===== src/logic/clkctl_pkg.sv =====
// Purpose: shared constants, types and register map of the clock source controller
// Assumes: AXI4-Lite register access, 32-bit data, byte addresses
// Notes:   oscillator indices double as stable flag positions in the status word
package clkctl_pkg;

   // register byte offsets
   localparam logic [7:0] OFS_PWRCTL  = 8'h00;
   localparam logic [7:0] OFS_STATUS  = 8'h0c;
   localparam logic [7:0] OFS_CLKSEL0 = 8'h10;
   localparam logic [7:0] OFS_PLLCTL  = 8'h20;
   localparam logic [7:0] OFS_CLKDCTL = 8'h70;
   localparam logic [7:0] OFS_CLKDSTS = 8'h74;

   // oscillator index = stable flag position
   localparam int SRC_HXT  = 0;
   localparam int SRC_LXT  = 1;
   localparam int SRC_PLL  = 2;
   localparam int SRC_LRC  = 3;
   localparam int SRC_RC22 = 4;
   localparam int SRC_RC48 = 5;
   localparam int NUM_SRC  = 6;

   // field positions
   localparam int PWR_HXT_EN     = 0;
   localparam int PWR_LXT_EN     = 1;
   localparam int PWR_RC22_EN    = 2;
   localparam int PWR_LRC_EN     = 3;
   localparam int PWR_SLEEP_EN   = 7;
   localparam int PWR_RC48_EN    = 13;
   localparam int PLL_PD_BIT     = 16;
   localparam int PLL_REF_BIT    = 19;
   localparam int PLL_CNTSEL_BIT = 23;
   localparam int DCTL_HXT_DET   = 4;
   localparam int DCTL_HXT_IE    = 5;
   localparam int DCTL_LXT_DET   = 12;
   localparam int DCTL_LXT_IE    = 13;
   localparam int DSTS_HXT_FAIL  = 0;
   localparam int DSTS_LXT_FAIL  = 1;

   // reset values and writable masks
   localparam logic [31:0] PWRCTL_RST    = 32'h0000_0004;
   localparam logic [31:0] PWRCTL_WMASK  = 32'h0000_208f;
   localparam logic [31:0] CLKSEL0_RST   = 32'h0000_0007;
   localparam logic [31:0] CLKSEL0_WMASK = 32'h0000_0007;
   localparam logic [31:0] PLLCTL_RST    = 32'h0089_0000;
   localparam logic [31:0] PLLCTL_WMASK  = 32'h0089_0000;
   localparam logic [31:0] CLKDCTL_RST   = 32'h0000_0000;
   localparam logic [31:0] CLKDCTL_WMASK = 32'h0000_3030;
   localparam logic [31:0] CLKDSTS_RST   = 32'h0000_0000;
   localparam logic [31:0] CLKDSTS_W1C   = 32'h0000_0003;

   // stabilisation counts in oscillator cycles
   localparam int STB_CW           = 14;
   localparam int HXT_STABLE_CNT   = 4096;
   localparam int PLL_STABLE_SHORT = 6144;
   localparam int PLL_STABLE_LONG  = 12288;
   localparam int RC48_STABLE_CNT  = 512;
   localparam int RC22_STABLE_CNT  = 256;
   localparam int LOW_STABLE_CNT   = 1;

   // timing in mclk cycles
   localparam int CLK_PERIOD_NS    = 50;
   localparam int HXT_FAIL_TIME_NS = 1000;
   localparam int LXT_FAIL_TIME_NS = 100000;
   localparam int HXT_FAIL_CYC     = (HXT_FAIL_TIME_NS + CLK_PERIOD_NS - 1) / CLK_PERIOD_NS;
   localparam int LXT_FAIL_CYC     = (LXT_FAIL_TIME_NS + CLK_PERIOD_NS - 1) / CLK_PERIOD_NS;
   localparam int FAIL_CW          = 12;
   localparam int SWITCH_GAP_CYC   = 2;

   localparam logic [1:0] RESP_OKAY   = 2'b00;
   localparam logic [1:0] RESP_SLVERR = 2'b10;

   typedef enum logic [2:0] {
      SEL_HXT  = 3'b000,
      SEL_LXT  = 3'b001,
      SEL_PLL  = 3'b010,
      SEL_LRC  = 3'b011,
      SEL_RC48 = 3'b100,
      SEL_RC22 = 3'b111
   } sys_src_e;

   typedef enum logic [0:0] {
      PS_RUN  = 1'b0,
      PS_DOWN = 1'b1
   } pwr_state_e;

   typedef enum logic [0:0] {
      SW_IDLE = 1'b0,
      SW_GAP  = 1'b1
   } sw_state_e;

   typedef struct packed {
      logic [7:0]  awaddr;
      logic        awvalid;
      logic [31:0] wdata;
      logic [3:0]  wstrb;
      logic        wvalid;
      logic        bready;
      logic [7:0]  araddr;
      logic        arvalid;
      logic        rready;
   } axil_req_s;

   typedef struct packed {
      logic        awready;
      logic        wready;
      logic        bvalid;
      logic [1:0]  bresp;
      logic        arready;
      logic        rvalid;
      logic [31:0] rdata;
      logic [1:0]  rresp;
   } axil_rsp_s;

endpackage : clkctl_pkg


===== src/logic/clock_source_controller.sv =====
// Purpose: clock source enables, stable timing, system clock select, power-down, fail detect
// Assumes: oscillator pins are asynchronous to mclk; wfi and wake come from mclk logic
// Notes:   system clock choice is shown as a one-hot gate set, switched break-before-make
//
// Summary of operation
// - power-down needs the enable bit set and then a wait-for-interrupt
// - stay powered down until a wake-up interrupt, then leave
// - power-down stops high-speed crystal, 22 MHz and 48 MHz oscillators
// - PLL reference selects high-speed crystal or 22 MHz oscillator
// - enabling a source starts its counter; flag sets at its count
// - stable flags sit at status bits 0 to 5 in source order
// - high-speed crystal is stable after 4096 of its cycles
// - PLL count is 6144 or 12288 by select bit, default 12288
// - 48 MHz oscillator counts 512, 22 MHz oscillator counts 256
// - low-speed sources are stable after one own cycle
// - a source is used as clock only while its flag is one
// - disabling a source or powering down the PLL clears its flag
// - power-down clears crystal, 22 MHz and PLL flags; recount after wake
// - system clock picked from six sources by select bits 2:0
// - two crystal fail detectors, each with enable and interrupt enable
// - crystal detectors force on the matching RC oscillator
// - high-speed crystal stop moves system clock to the 22 MHz oscillator
// - high-speed crystal stop sets fail flag bit 0; interrupt if bit 5 set
`timescale 1ns/100ps
module clock_source_controller
   import clkctl_pkg::*;
#(
   parameter int PLL_CNT_SHORT = PLL_STABLE_SHORT,
   parameter int PLL_CNT_LONG  = PLL_STABLE_LONG,
   parameter int HXT_CNT       = HXT_STABLE_CNT,
   parameter int HXT_FAIL_LIM  = HXT_FAIL_CYC,
   parameter int LXT_FAIL_LIM  = LXT_FAIL_CYC
) (
   // clock and reset
   input  wire logic      mclk,
   input  wire logic      reset,
   // register bus
   input  wire axil_req_s axil_req,
   output axil_rsp_s      axil_rsp,
   // oscillator clocks, asynchronous
   input  wire logic      hxt_clk_pin,
   input  wire logic      lxt_clk_pin,
   input  wire logic      lrc_clk_pin,
   input  wire logic      rc22m_clk_pin,
   input  wire logic      rc48m_clk_pin,
   input  wire logic      pll_clk_pin,
   // processor
   input  wire logic      wfi_sleep,
   input  wire logic      wakeup_irq,
   // clock control outputs
   output logic [5:0]     osc_enable,
   output logic           pll_ref_is_rc22m,
   output logic [5:0]     sys_clk_gate,
   output logic           power_down,
   output logic           clk_fail_irq
);

   // register file
   logic [31:0]   pwrctl_r, clksel0_r, pllctl_r, clkdctl_r, clkdsts_r;
   logic [31:0]   pwrctl_nxt, clksel0_nxt, pllctl_nxt, clkdctl_nxt, clkdsts_nxt;
   // bus state
   logic          aw_hold_r, w_hold_r, bvalid_r, rvalid_r;
   logic [7:0]    awaddr_r;
   logic [31:0]   wdata_r, rdata_r;
   logic [3:0]    wstrb_r;
   logic [1:0]    bresp_r, rresp_r, gap_cnt_r;
   // power and switching
   pwr_state_e    pstate_r;
   sw_state_e     sw_state_r;
   sys_src_e      cur_src_r;
   logic [5:0]    osc_en_r, gate_r;
   logic          ref_rc22_r, pd_r, irq_r;
   // fail detect
   logic [FAIL_CW-1:0] hxt_idle_r, lxt_idle_r;
   // synchronisers, index = source
   logic [2:0]    sync_r [NUM_SRC];
   logic [5:0]    tick, stable;

   // field decode
   wire sys_src_e sel_req      = sys_src_e'(clksel0_r[2:0]);
   wire           sleep_en     = pwrctl_r[PWR_SLEEP_EN];
   wire           hxt_det      = clkdctl_r[DCTL_HXT_DET];
   wire           lxt_det      = clkdctl_r[DCTL_LXT_DET];
   wire           pll_ref_rc22 = pllctl_r[PLL_REF_BIT];
   wire           in_pd        = (pstate_r == PS_DOWN);

   // effective enables: detectors force RC on, power-down stops fast sources
   wire           en_hxt  = pwrctl_r[PWR_HXT_EN] && !in_pd;
   wire           en_rc22 = (pwrctl_r[PWR_RC22_EN] || hxt_det) && !in_pd;
   wire           en_rc48 = pwrctl_r[PWR_RC48_EN] && !in_pd;
   wire           en_lrc  = pwrctl_r[PWR_LRC_EN] || lxt_det;
   wire           en_lxt  = pwrctl_r[PWR_LXT_EN];
   wire           en_pll  = !pllctl_r[PLL_PD_BIT] && !in_pd;
   wire [5:0]     run_vec = {en_rc48, en_rc22, en_lrc, en_pll, en_lxt, en_hxt};

   // stable targets per source
   wire [STB_CW-1:0] tgt [NUM_SRC];
   assign tgt[SRC_HXT]  = STB_CW'(HXT_CNT);
   assign tgt[SRC_LXT]  = STB_CW'(LOW_STABLE_CNT);
   assign tgt[SRC_PLL]  = pllctl_r[PLL_CNTSEL_BIT] ?
                          STB_CW'(PLL_CNT_LONG) : STB_CW'(PLL_CNT_SHORT);
   assign tgt[SRC_LRC]  = STB_CW'(LOW_STABLE_CNT);
   assign tgt[SRC_RC22] = STB_CW'(RC22_STABLE_CNT);
   assign tgt[SRC_RC48] = STB_CW'(RC48_STABLE_CNT);

   // oscillator pins: two flops, then edge detect on the second and third
   wire [5:0] pins = {rc48m_clk_pin, rc22m_clk_pin, lrc_clk_pin,
                      pll_clk_pin, lxt_clk_pin, hxt_clk_pin};

   genvar g;
   generate
      for (g = 0; g < NUM_SRC; g++) begin : g_src
         always_ff @(posedge mclk) begin
            if (reset) begin
               sync_r[g] <= 3'h0;
            end else begin
               sync_r[g] <= {sync_r[g][1:0], pins[g]};
            end
         end
         assign tick[g] = sync_r[g][1] && !sync_r[g][2];
      end
   endgenerate

   // PLL counts cycles of its reference clock
   wire [5:0] cnt_tick = {tick[SRC_RC48], tick[SRC_RC22], tick[SRC_LRC],
                          pll_ref_rc22 ? tick[SRC_RC22] : tick[SRC_HXT],
                          tick[SRC_LXT], tick[SRC_HXT]};

   generate
      for (g = 0; g < NUM_SRC; g++) begin : g_stb
         osc_stable_timer #(
            .CW     (STB_CW)
         ) u_timer (
            .mclk   (mclk),
            .reset  (reset),
            .run    (run_vec[g]),
            .tick   (cnt_tick[g]),
            .target (tgt[g]),
            .stable (stable[g])
         );
      end
   endgenerate

   // clock fail detectors: no crystal edge for the timeout while it is up
   wire hxt_mon  = hxt_det && stable[SRC_HXT];
   wire lxt_mon  = lxt_det && stable[SRC_LXT];
   wire hxt_fail = hxt_mon && !tick[SRC_HXT] &&
                   (hxt_idle_r == FAIL_CW'(HXT_FAIL_LIM - 1));
   wire lxt_fail = lxt_mon && !tick[SRC_LXT] &&
                   (lxt_idle_r == FAIL_CW'(LXT_FAIL_LIM - 1));

   always_ff @(posedge mclk) begin
      if (reset || !hxt_mon || tick[SRC_HXT]) begin
         hxt_idle_r <= '0;
      end else if (hxt_idle_r != FAIL_CW'(HXT_FAIL_LIM)) begin
         hxt_idle_r <= hxt_idle_r + 1'b1;
      end
   end

   always_ff @(posedge mclk) begin
      if (reset || !lxt_mon || tick[SRC_LXT]) begin
         lxt_idle_r <= '0;
      end else if (lxt_idle_r != FAIL_CW'(LXT_FAIL_LIM)) begin
         lxt_idle_r <= lxt_idle_r + 1'b1;
      end
   end

   // high-speed crystal fail pulls the system clock off a high-speed-crystal-fed source
   wire on_hxt = (sel_req == SEL_HXT) || ((sel_req == SEL_PLL) && !pll_ref_rc22);
   wire force_rc22 = hxt_fail && on_hxt;

   // AXI4-Lite write path
   wire        wr_fire = aw_hold_r && w_hold_r && !bvalid_r;
   wire [31:0] wmask   = {{8{wstrb_r[3]}}, {8{wstrb_r[2]}},
                          {8{wstrb_r[1]}}, {8{wstrb_r[0]}}};
   wire        wr_pwr  = wr_fire && (awaddr_r == OFS_PWRCTL);
   wire        wr_sel  = wr_fire && (awaddr_r == OFS_CLKSEL0);
   wire        wr_pll  = wr_fire && (awaddr_r == OFS_PLLCTL);
   wire        wr_dctl = wr_fire && (awaddr_r == OFS_CLKDCTL);
   wire        wr_dsts = wr_fire && (awaddr_r == OFS_CLKDSTS);
   wire        wr_map  = wr_pwr || wr_sel || wr_pll || wr_dctl || wr_dsts ||
                         (awaddr_r == OFS_STATUS);
   wire [31:0] pw_m = wmask & PWRCTL_WMASK;
   wire [31:0] sl_m = wmask & CLKSEL0_WMASK;
   wire [31:0] pl_m = wmask & PLLCTL_WMASK;
   wire [31:0] dc_m = wmask & CLKDCTL_WMASK;
   wire [31:0] dsts_clr = wr_dsts ? (wdata_r & wmask & CLKDSTS_W1C) : 32'h0;
   wire [31:0] dsts_set = (32'(hxt_fail) << DSTS_HXT_FAIL) |
                          (32'(lxt_fail) << DSTS_LXT_FAIL);

   assign pwrctl_nxt  = wr_pwr ? ((pwrctl_r & ~pw_m) | (wdata_r & pw_m)) : pwrctl_r;
   assign clksel0_nxt = force_rc22 ? {29'h0, SEL_RC22} :
                        wr_sel ? ((clksel0_r & ~sl_m) | (wdata_r & sl_m)) : clksel0_r;
   assign pllctl_nxt  = wr_pll ? ((pllctl_r & ~pl_m) | (wdata_r & pl_m)) : pllctl_r;
   assign clkdctl_nxt = wr_dctl ? ((clkdctl_r & ~dc_m) | (wdata_r & dc_m)) : clkdctl_r;
   assign clkdsts_nxt = (clkdsts_r & ~dsts_clr) | dsts_set;  // set wins over clear

   always_ff @(posedge mclk) begin
      if (reset) begin
         pwrctl_r  <= PWRCTL_RST;
         clksel0_r <= CLKSEL0_RST;
         pllctl_r  <= PLLCTL_RST;
         clkdctl_r <= CLKDCTL_RST;
         clkdsts_r <= CLKDSTS_RST;
      end else begin
         pwrctl_r  <= pwrctl_nxt;
         clksel0_r <= clksel0_nxt;
         pllctl_r  <= pllctl_nxt;
         clkdctl_r <= clkdctl_nxt;
         clkdsts_r <= clkdsts_nxt;
      end
   end

   always_ff @(posedge mclk) begin
      if (reset) begin
         aw_hold_r <= 1'b0;
         w_hold_r  <= 1'b0;
         bvalid_r  <= 1'b0;
         bresp_r   <= RESP_OKAY;
         awaddr_r  <= 8'h00;
         wdata_r   <= 32'h0;
         wstrb_r   <= 4'h0;
      end else begin
         if (axil_req.awvalid && !aw_hold_r) begin
            aw_hold_r <= 1'b1;
            awaddr_r  <= axil_req.awaddr;
         end else if (wr_fire) begin
            aw_hold_r <= 1'b0;
         end
         if (axil_req.wvalid && !w_hold_r) begin
            w_hold_r <= 1'b1;
            wdata_r  <= axil_req.wdata;
            wstrb_r  <= axil_req.wstrb;
         end else if (wr_fire) begin
            w_hold_r <= 1'b0;
         end
         if (wr_fire) begin
            bvalid_r <= 1'b1;
            bresp_r  <= wr_map ? RESP_OKAY : RESP_SLVERR;
         end else if (axil_req.bready) begin
            bvalid_r <= 1'b0;
         end
      end
   end

   // AXI4-Lite read path
   wire [7:0]  ra      = axil_req.araddr;
   wire        rd_fire = axil_req.arvalid && !rvalid_r;
   wire        rd_map  = (ra == OFS_PWRCTL) || (ra == OFS_STATUS) ||
                         (ra == OFS_CLKSEL0) || (ra == OFS_PLLCTL) ||
                         (ra == OFS_CLKDCTL) || (ra == OFS_CLKDSTS);
   wire [31:0] rd_mux  = (ra == OFS_PWRCTL)  ? pwrctl_r :
                         (ra == OFS_STATUS)  ? {26'h0, stable} :
                         (ra == OFS_CLKSEL0) ? clksel0_r :
                         (ra == OFS_PLLCTL)  ? pllctl_r :
                         (ra == OFS_CLKDCTL) ? clkdctl_r :
                         (ra == OFS_CLKDSTS) ? clkdsts_r : 32'h0;

   always_ff @(posedge mclk) begin
      if (reset) begin
         rvalid_r <= 1'b0;
         rdata_r  <= 32'h0;
         rresp_r  <= RESP_OKAY;
      end else if (rd_fire) begin
         rvalid_r <= 1'b1;
         rdata_r  <= rd_mux;
         rresp_r  <= rd_map ? RESP_OKAY : RESP_SLVERR;
      end else if (axil_req.rready) begin
         rvalid_r <= 1'b0;
      end
   end

   assign axil_rsp.awready = !aw_hold_r;
   assign axil_rsp.wready  = !w_hold_r;
   assign axil_rsp.bvalid  = bvalid_r;
   assign axil_rsp.bresp   = bresp_r;
   assign axil_rsp.arready = !rvalid_r;
   assign axil_rsp.rvalid  = rvalid_r;
   assign axil_rsp.rdata   = rdata_r;
   assign axil_rsp.rresp   = rresp_r;

   // power-down sequencing
   always_ff @(posedge mclk) begin
      if (reset) begin
         pstate_r <= PS_RUN;
      end else begin
         case (pstate_r)
            PS_RUN: begin
               if (sleep_en && wfi_sleep) begin
                  pstate_r <= PS_DOWN;
               end
            end
            PS_DOWN: begin
               if (wakeup_irq) begin
                  pstate_r <= PS_RUN;
               end
            end
            default: pstate_r <= PS_RUN;
         endcase
      end
   end

   // system clock switch: all gates off for a gap, then the new one, only when stable
   wire [2:0] req_idx = (sel_req == SEL_HXT)  ? 3'(SRC_HXT)  :
                        (sel_req == SEL_LXT)  ? 3'(SRC_LXT)  :
                        (sel_req == SEL_PLL)  ? 3'(SRC_PLL)  :
                        (sel_req == SEL_LRC)  ? 3'(SRC_LRC)  :
                        (sel_req == SEL_RC48) ? 3'(SRC_RC48) : 3'(SRC_RC22);
   wire [2:0] cur_idx = (cur_src_r == SEL_HXT)  ? 3'(SRC_HXT)  :
                        (cur_src_r == SEL_LXT)  ? 3'(SRC_LXT)  :
                        (cur_src_r == SEL_PLL)  ? 3'(SRC_PLL)  :
                        (cur_src_r == SEL_LRC)  ? 3'(SRC_LRC)  :
                        (cur_src_r == SEL_RC48) ? 3'(SRC_RC48) : 3'(SRC_RC22);
   wire       req_ok  = stable[req_idx];
   wire       go_sw   = (sel_req != cur_src_r) && req_ok;
   wire [5:0] cur_hot = 6'h01 << cur_idx;

   always_ff @(posedge mclk) begin
      if (reset) begin
         sw_state_r <= SW_IDLE;
         cur_src_r  <= SEL_RC22;
         gap_cnt_r  <= 2'h0;
      end else begin
         case (sw_state_r)
            SW_IDLE: begin
               if (go_sw) begin
                  sw_state_r <= SW_GAP;
                  gap_cnt_r  <= 2'(SWITCH_GAP_CYC - 1);
               end
            end
            SW_GAP: begin
               if (gap_cnt_r != 2'h0) begin
                  gap_cnt_r <= gap_cnt_r - 1'b1;
               end else begin
                  sw_state_r <= SW_IDLE;
                  cur_src_r  <= sel_req;
               end
            end
            default: sw_state_r <= SW_IDLE;
         endcase
      end
   end

   wire gate_on = (sw_state_r == SW_IDLE) && !go_sw && !in_pd && stable[cur_idx];

   always_ff @(posedge mclk) begin
      if (reset) begin
         osc_en_r   <= 6'h00;
         gate_r     <= 6'h00;
         ref_rc22_r <= 1'b1;
         pd_r       <= 1'b0;
         irq_r      <= 1'b0;
      end else begin
         osc_en_r   <= run_vec;
         gate_r     <= gate_on ? cur_hot : 6'h00;
         ref_rc22_r <= pll_ref_rc22;
         pd_r       <= in_pd;
         irq_r      <= (clkdsts_nxt[DSTS_HXT_FAIL] && clkdctl_r[DCTL_HXT_IE]) ||
                       (clkdsts_nxt[DSTS_LXT_FAIL] && clkdctl_r[DCTL_LXT_IE]);
      end
   end

   assign osc_enable       = osc_en_r;
   assign sys_clk_gate     = gate_r;
   assign pll_ref_is_rc22m = ref_rc22_r;
   assign power_down       = pd_r;
   assign clk_fail_irq     = irq_r;

endmodule : clock_source_controller


===== src/logic/osc_stable_timer.sv =====
// Purpose: counts oscillator edges after enable and raises a stable flag
// Assumes: tick is a one-cycle pulse in the mclk domain
// Notes:   flag and count drop at once when run falls
`timescale 1ns/100ps
module osc_stable_timer #(
   parameter int CW = 14
) (
   // clock and reset
   input  wire logic          mclk,
   input  wire logic          reset,
   // control
   input  wire logic          run,
   input  wire logic          tick,
   input  wire logic [CW-1:0] target,
   // status
   output logic               stable
);

   logic [CW-1:0] cnt_r;
   logic          stable_r;
   wire  [CW-1:0] cnt_inc  = cnt_r + 1'b1;
   wire           reach    = tick && (cnt_inc == target);

   always_ff @(posedge mclk) begin
      if (reset || !run) begin
         cnt_r    <= '0;
         stable_r <= 1'b0;
      end else if (tick && !stable_r) begin
         cnt_r    <= cnt_inc;
         stable_r <= reach;
      end
   end

   assign stable = stable_r;

endmodule : osc_stable_timer


===== config.mk =====
export PLATFORM = sky130hd
export DESIGN_NAME = clock_source_controller
export DESIGN_NICKNAME = d
export VERILOG_FILES = /design/src/logic/clkctl_pkg.sv /design/src/logic/clock_source_controller.sv /design/src/logic/osc_stable_timer.sv
export SDC_FILE = /design/constraint.sdc
export NUM_CORES = 1
export LEC_CHECK = 0
export ABC_CLOCK_PERIOD_IN_PS = 3900
export BUFFER_PORTS_ARGS = -buffer_cell sky130_fd_sc_hd__buf_4
export CELL_PAD_IN_SITES_DETAIL_PLACEMENT = 2
export CELL_PAD_IN_SITES_GLOBAL_PLACEMENT = 2
export CORE_ASPECT_RATIO = 1.1
export CORE_MARGIN = 1
export CORE_UTILIZATION = 39
export CTS_BUF_LIST = sky130_fd_sc_hd__clkbuf_4
export DETAILED_ROUTE_END_ITERATION = 6
export PLACE_DENSITY_LB_ADDON = 0.1
export SYNTH_ARGS = -nofsm -noshare
export SYNTH_HDL_FRONTEND = slang
export SYNTH_SLANG_ARGS = --single-unit

===== constraint.sdc =====
create_clock -name mclk -period 3.9 [get_ports mclk]
set_input_delay 0.585 -clock mclk [delete_from_list [all_inputs] [get_ports mclk]]
set_output_delay 0.585 -clock mclk [all_outputs]
set_load 0.01 [all_outputs]

==> results of run 1 <==
## cells by family after synthesis
kind of cell               count (synthesis)  share of synthesized area [%]
AOI/OAI and AO/OA                        150                           10.4
xor gates and xnor gates                 116                           10.1
adders and majority gates                 17                           2.11
buffers and inverters                    113                           5.22
DFF                                      210                           41.7
muxes                                     29                           3.06
other                                      1                         0.0372
and+or+nand+nor                          554                           27.3
## synthesized netlist by cell type, types with 4 or more instances
cell / instances / area [sq um]
xor2_1: 67 / 587
mux2_2: 4 / 45.0
dfxtp_1: 210 / 4200
a22oi_1: 5 / 37.5
nor4b_1: 4 / 35.0
and2_1: 11 / 68.8
and4_1: 15 / 131
nand2b_1: 15 / 93.8
mux2i_1: 24 / 240
buf_4: 24 / 180
a211o_1: 9 / 78.8
clkbuf_1: 49 / 184
xnor2_1: 49 / 429
a211oi_1: 11 / 82.6
nor3_1: 41 / 205
nor4_1: 11 / 68.8
nand3_1: 57 / 285
a221oi_1: 5 / 43.8
a31oi_1: 13 / 81.3
a21oi_1: 43 / 215
o21ai_0: 19 / 95.1
a311oi_1: 6 / 52.6
nand2_1: 105 / 394
ha_1: 17 / 213
or3_1: 13 / 81.3
nor2_1: 177 / 664
nand4_1: 34 / 213
and3_1: 21 / 131
nor3b_1: 4 / 30.0
nor2b_1: 20 / 125
inv_1: 34 / 128
## layer usage
layer	GRT usage (%)	routed length [um]
met5	0	17
met2	38.2	13700
met4	6.44	541
met3	5.88	1450
met1	26.2	12700
## path summary, 6_finish.rpt
path                            slack (ns)  cells past startpoint               to           from
worst max register to register        1.74                      4  sys_clk_gate[1]           flop
worst min-delay path                  0.09                      2     sync_r[5][0]  rc48m_clk_pin
worst max-delay path                  1.74                      4  sys_clk_gate[1]           flop
worst min register to register        0.45                      1     sync_r[5][1]   sync_r[5][0]
## area by class of cell
| type | count | area [sq um] | share of cell area [%] |
|---|---|---|---|
| diodes | 1 | 2.50 | 0.0216 |
| inverters | 34 | 128 | 1.10 |
| repair buffers | 85 | 638 | 5.50 |
| well taps | 346 | 433 | 3.73 |
| clock inverters | 19 | 98.8 | 0.852 |
| clock buffers | 90 | 676 | 5.82 |
| multi-input cells | 888 | 5420 | 46.7 |
| flip-flops and latches | 210 | 4200 | 36.2 |
## power by group through the flow
stage | combinational [mW] | sequential (mW) | clock, mW
floorplan | 0.125 | 2.25 | 0
global placement | 0.193 | 2.25 | 0
detailed placement | 0.198 | 2.25 | 0
CTS | 0.200 | 2.21 | 2.17
global route | 0.218 | 2.21 | 2.27
finish | 0.196 | 2.21 | 2.08
## metrics by stage
stage / util [%] / cells / power, mW
global placement: 42.7 / 1563 / 2.44
finish: 45.8 / 1673 / 4.48
detailed placement: 42.7 / 1563 / 2.45
CTS: 45.8 / 1672 / 4.58
floorplan: - / 1211 / 2.37
global route: 45.8 / 1673 / 4.70
## flip-flops by register name, indices dropped and copies added, names as in the netlist, 6 cells and up, named ones only
register              count
osc_enable                6
hxt_idle_r               12
sync_r                   15
lxt_idle_r               12
g_stb.u_timer.cnt_r      84
sys_clk_gate              6
rdata_r                  12
awaddr_r                  8
wdata_r                  12
g_stb.u_timer.stable      6
## worst reg2reg max path, delay by kind of cell, from the launching register on
family / cells / cell delay [ns]
AO/OA/AOI/OAI: 1 / 0.46
AND/OR/NAND/NOR: 2 / 0.48
multiplexers: 1 / 0.56
flip-flops: 1 / 0.51
==> reports/qor.yml, run 1 <==
skew_ns: 0.0531
grt_pass1_vias: 9359
period_share_pct: 55.5
final-max-slew-violation-count: 0
synth.distinct_cells: 78
crit_slowest_cell: "mux4_2"
grt_max_degree: 61
crit_required_ns: 4.49
yosysSeqAreaShare_pct: 41.7
die-area_sq_um: 26500
cts_hold_buf: 0
die_h_um: 171
layout_common_cells: "dfxtp_1, nor2_1, nand2_1"
cp.buffers_inverters: 0
grt_overflow: 0
via_per_inst: 5.22
htreeDepth: 2
vdd_drop_max_uv: 177
netlist_instances: 1190
setup_slack_ns: 1.74
numCtsBuffers: 60
synth_top_flop_cell: "dfxtp_1"
path_max_fanout: 8
rsz0062_at_grt: "false"
synth_edf_count: 0
dp_hpwl_um: 20300
start_util_pct: 39.7
cp.arrival_ns: 2.75
syn_area_per_cell_sq_um: 8.46
first_iter_violations: 191
post_cts_resized: 0
vias: 8738
core-area_sq_um: 25300
design.portCount: 123
tightest_slew_ns: 0.969
end_kind: "flop"
clock.fmax_mhz: 462
drc: 0
mostFrequentLayoutCell: "dfxtp_1"
postCtsSetupRepairBufs: 0
ys_seq_elements: 210
p_clk_share_pct: 46.4
path_clk_slew_ns: 0.07
cp-start-kind: "flop"
slowest_delay_ns: 0.56
crit_chain: "mux4_2 -> a221oi_2 -> nand3_1 -> nor3_1"
finalSetupViolCount: 0
fin_setup_tns_ns: 0
cts_sinks: 210
postSynth.asyncResetShare_pct: 0
synth_warnings: 0
netSwitchingFraction_pct: 24.7
row_count: 61
gp_congestion: 0.780
pre_cts_slack_ns: 1.14
worstHoldPathType: "input port to flop"
combPwrFrac_pct: 4.4
drv_cap: 0
seqPwrFrac_pct: 49.3
switchingPower_mw: 1.11
track_usage_pct: 21.9
wl_per_cell_um: 17.0
dpl_cell_area_sq_um: 10800
ctsRootBufferMaster: "clkbuf_4"
first_pass_iters: 6
die_w_um: 155
power.leakage_nw: 4.35
fin_nets: 1363
grt_pass1_wl_um: 46900
netlist_area_sq_um: 10100
area_growth_pct: 15.2
min_period_ns: 2.16
outcome: "completed"
hold_viol_final: 0
intPower_mw: 3.37
antenna_left: 0
hold_ws_ns: 0.0941
final_cell_area_sq_um: 11600
portBuffers: 78
clockBufferDepth: 3
cp_top_family: "multiplexers"
layout-drive-gt1-share_pct: 15.2
p_per_area_nw_per_um2: 386
maxSlewHeadroom_pct: 35.3
grt_antenna_before_repair: 2
cts_tree: "done"
fill_cells: 2897
critPathKind: "flop to flop"
drt_wl_total_um: 28500
clk_latency_ns: 0.73
(Power assumes the default switching activity.)
==> run 2: changes to the inputs <==
- ABC_CLOCK_PERIOD_IN_PS: 3900 -> 1900
- CORE_UTILIZATION: 39 -> 33
- clock period: 3.9 -> 1.9 ns (I/O delays scaled with it)
==> run 2 against run 1 <==
Clock skew down 0.011 ns. Clock power up 110%. Fmax up 17%. Die area up 18%. Cell count up 11%. First-iteration DRC count up 51%. Sequential cell count unchanged. Register-to-register slack worse by 1.7 ns. Critical endpoint is now g_stb[2].u_timer.stable. Highest routed layer is now met4.
==> reports/qor.yml, run 2 (synthesis gave the netlist of run 1 again) <==
finalSetupViolCount: 0
path_clk_slew_ns: 0.07
vdd_drop_max_uv: 344
clk_latency_ns: 0.72
tightest_slew_ns: 0.523
largest_register: "g_stb.u_timer.cnt_r"
first_pass_iters: 4
power.leakage_nw: 4.98
layout-drive-gt1-share_pct: 20.8
grt_pass1_wl_um: 50800
end_kind: "flop"
worstHoldPathType: "input port to flop"
skew_ns: 0.0422
fill_cells: 3381
clockBufferDepth: 3
fin_util_pct: 42.9
dp.cells: 1706
die-area_sq_um: 31200
numCtsBuffers: 60
row_count: 66
crit_required_ns: 2.51
reg_top3: "g_stb.u_timer.cnt_r x84, sync_r x15"
wl_per_cell_um: 16.7
grt_overflow: 0
final_cells: 1865
drt_wl_total_um: 31200
gp_congestion: 0.758
setup_slack_ns: 0.0566
grt_pass1_vias: 10000
power_mw: 9.34
design.portCount: 123
multiInputGateArea_sq_um: 5460
dp_hpwl_um: 22000
ctsRootBufferMaster: "clkbuf_4"
antenna_left: 0
seqCellArea_sq_um: 4210
final-max-slew-violation-count: 0
cp-start-kind: "flop"
period_share_pct: 97.0
path_max_fanout: 4
die_h_um: 185
largest_reg_flops: 84
track_usage_pct: 20.2
drc: 0
via_per_inst: 4.99
outcome: "completed"
min_period_ns: 1.84
grt_max_degree: 40
htreeDepth: 2
fin_nets: 1490
clock.fmax_mhz: 542
maxSlewHeadroom_pct: 64.8
critPathKind: "flop to flop"
mostFrequentLayoutCell: "dfxtp_1"
cp.arrival_ns: 2.46
hold_viol_final: 0
cts_tree: "done"
core-area_sq_um: 29800
area_growth_pct: 26.8
fin_setup_tns_ns: 0
p_per_area_nw_per_um2: 731
pre_cts_slack_ns: -0.0253
cts_sinks: 210
portBuffers: 78
first_iter_violations: 289
layout_common_cells: "dfxtp_1, nor2_1, buf_4"
grt_antenna_before_repair: 2
die_w_um: 169
drv_cap: 0
start_util_pct: 33.8
vias: 9302
[run 2: layout make-up]
class,instances,area share (%)
multi-input combinational,888,42.7
inverter,34,0.999
tap,408,4.00
clock inverter,25,0.989
antenna,2,0.0392
timing repair buffer,212,13.3
sequential,210,32.9
clock buffer,86,5.05
[run 2: repair_timing]
action / in CTS / in global routing
hold buffers: 41 / 0
cloned: 0 / 0
hold endpoints to repair: 40 / 0
endpoints found under the setup margin: 1 / 15
pin swaps: 2 / 4
gates resized for setup: 3 / 12
setup buffers: 2 / 3
[run 2: power breakdown]
group          internal [mW]  switching (mW)  total [mW]
clock network           2.23            2.05        4.27
registers               4.47          0.0545        4.52
logic                  0.266           0.282       0.548
[run 2: layer usage]
layer	GRT usage, %	vias to the layer above	share of wire [%]
met5	0	-	0
met4	7.24	0	2.3
met3	3.35	61	3.2
met2	36.4	146	50
met1	24.2	4546	45
li1	-	4549	-
[run 2: critical path, cell delays in order, from the launching register on]
cell	delay, ns
dfxtp_1	0.35
ha_2	0.21
and3_2	0.24
a311oi_2	0.27
a31oi_1	0.08
nor4_1	0.31
a22o_1	0.28
[run 2: final timing paths]
check | startpoint | end | slack [ns] | cells after the start
worst max-delay path | g_stb[2].u_timer.cnt_r[0] | g_stb[2].u_timer.stable | 0.06 | 6
worst max register to register | g_stb[2].u_timer.cnt_r[0] | g_stb[2].u_timer.stable | 0.06 | 6
worst min register to register | sync_r[5][0] | sync_r[5][1] | 0.46 | 1
worst min-delay path | axil_req[9] | rresp_r[1] | 0.12 | 6
[run 2: through the flow]
stage | area, sq um | hold slack (ns)
floorplan | 10200 | 0.385
global placement | 11500 | 0.418
detailed placement | 11500 | 0.447
CTS | 12700 | 0.0589
global route | 12800 | 0.0953
finish | 12800 | 0.121
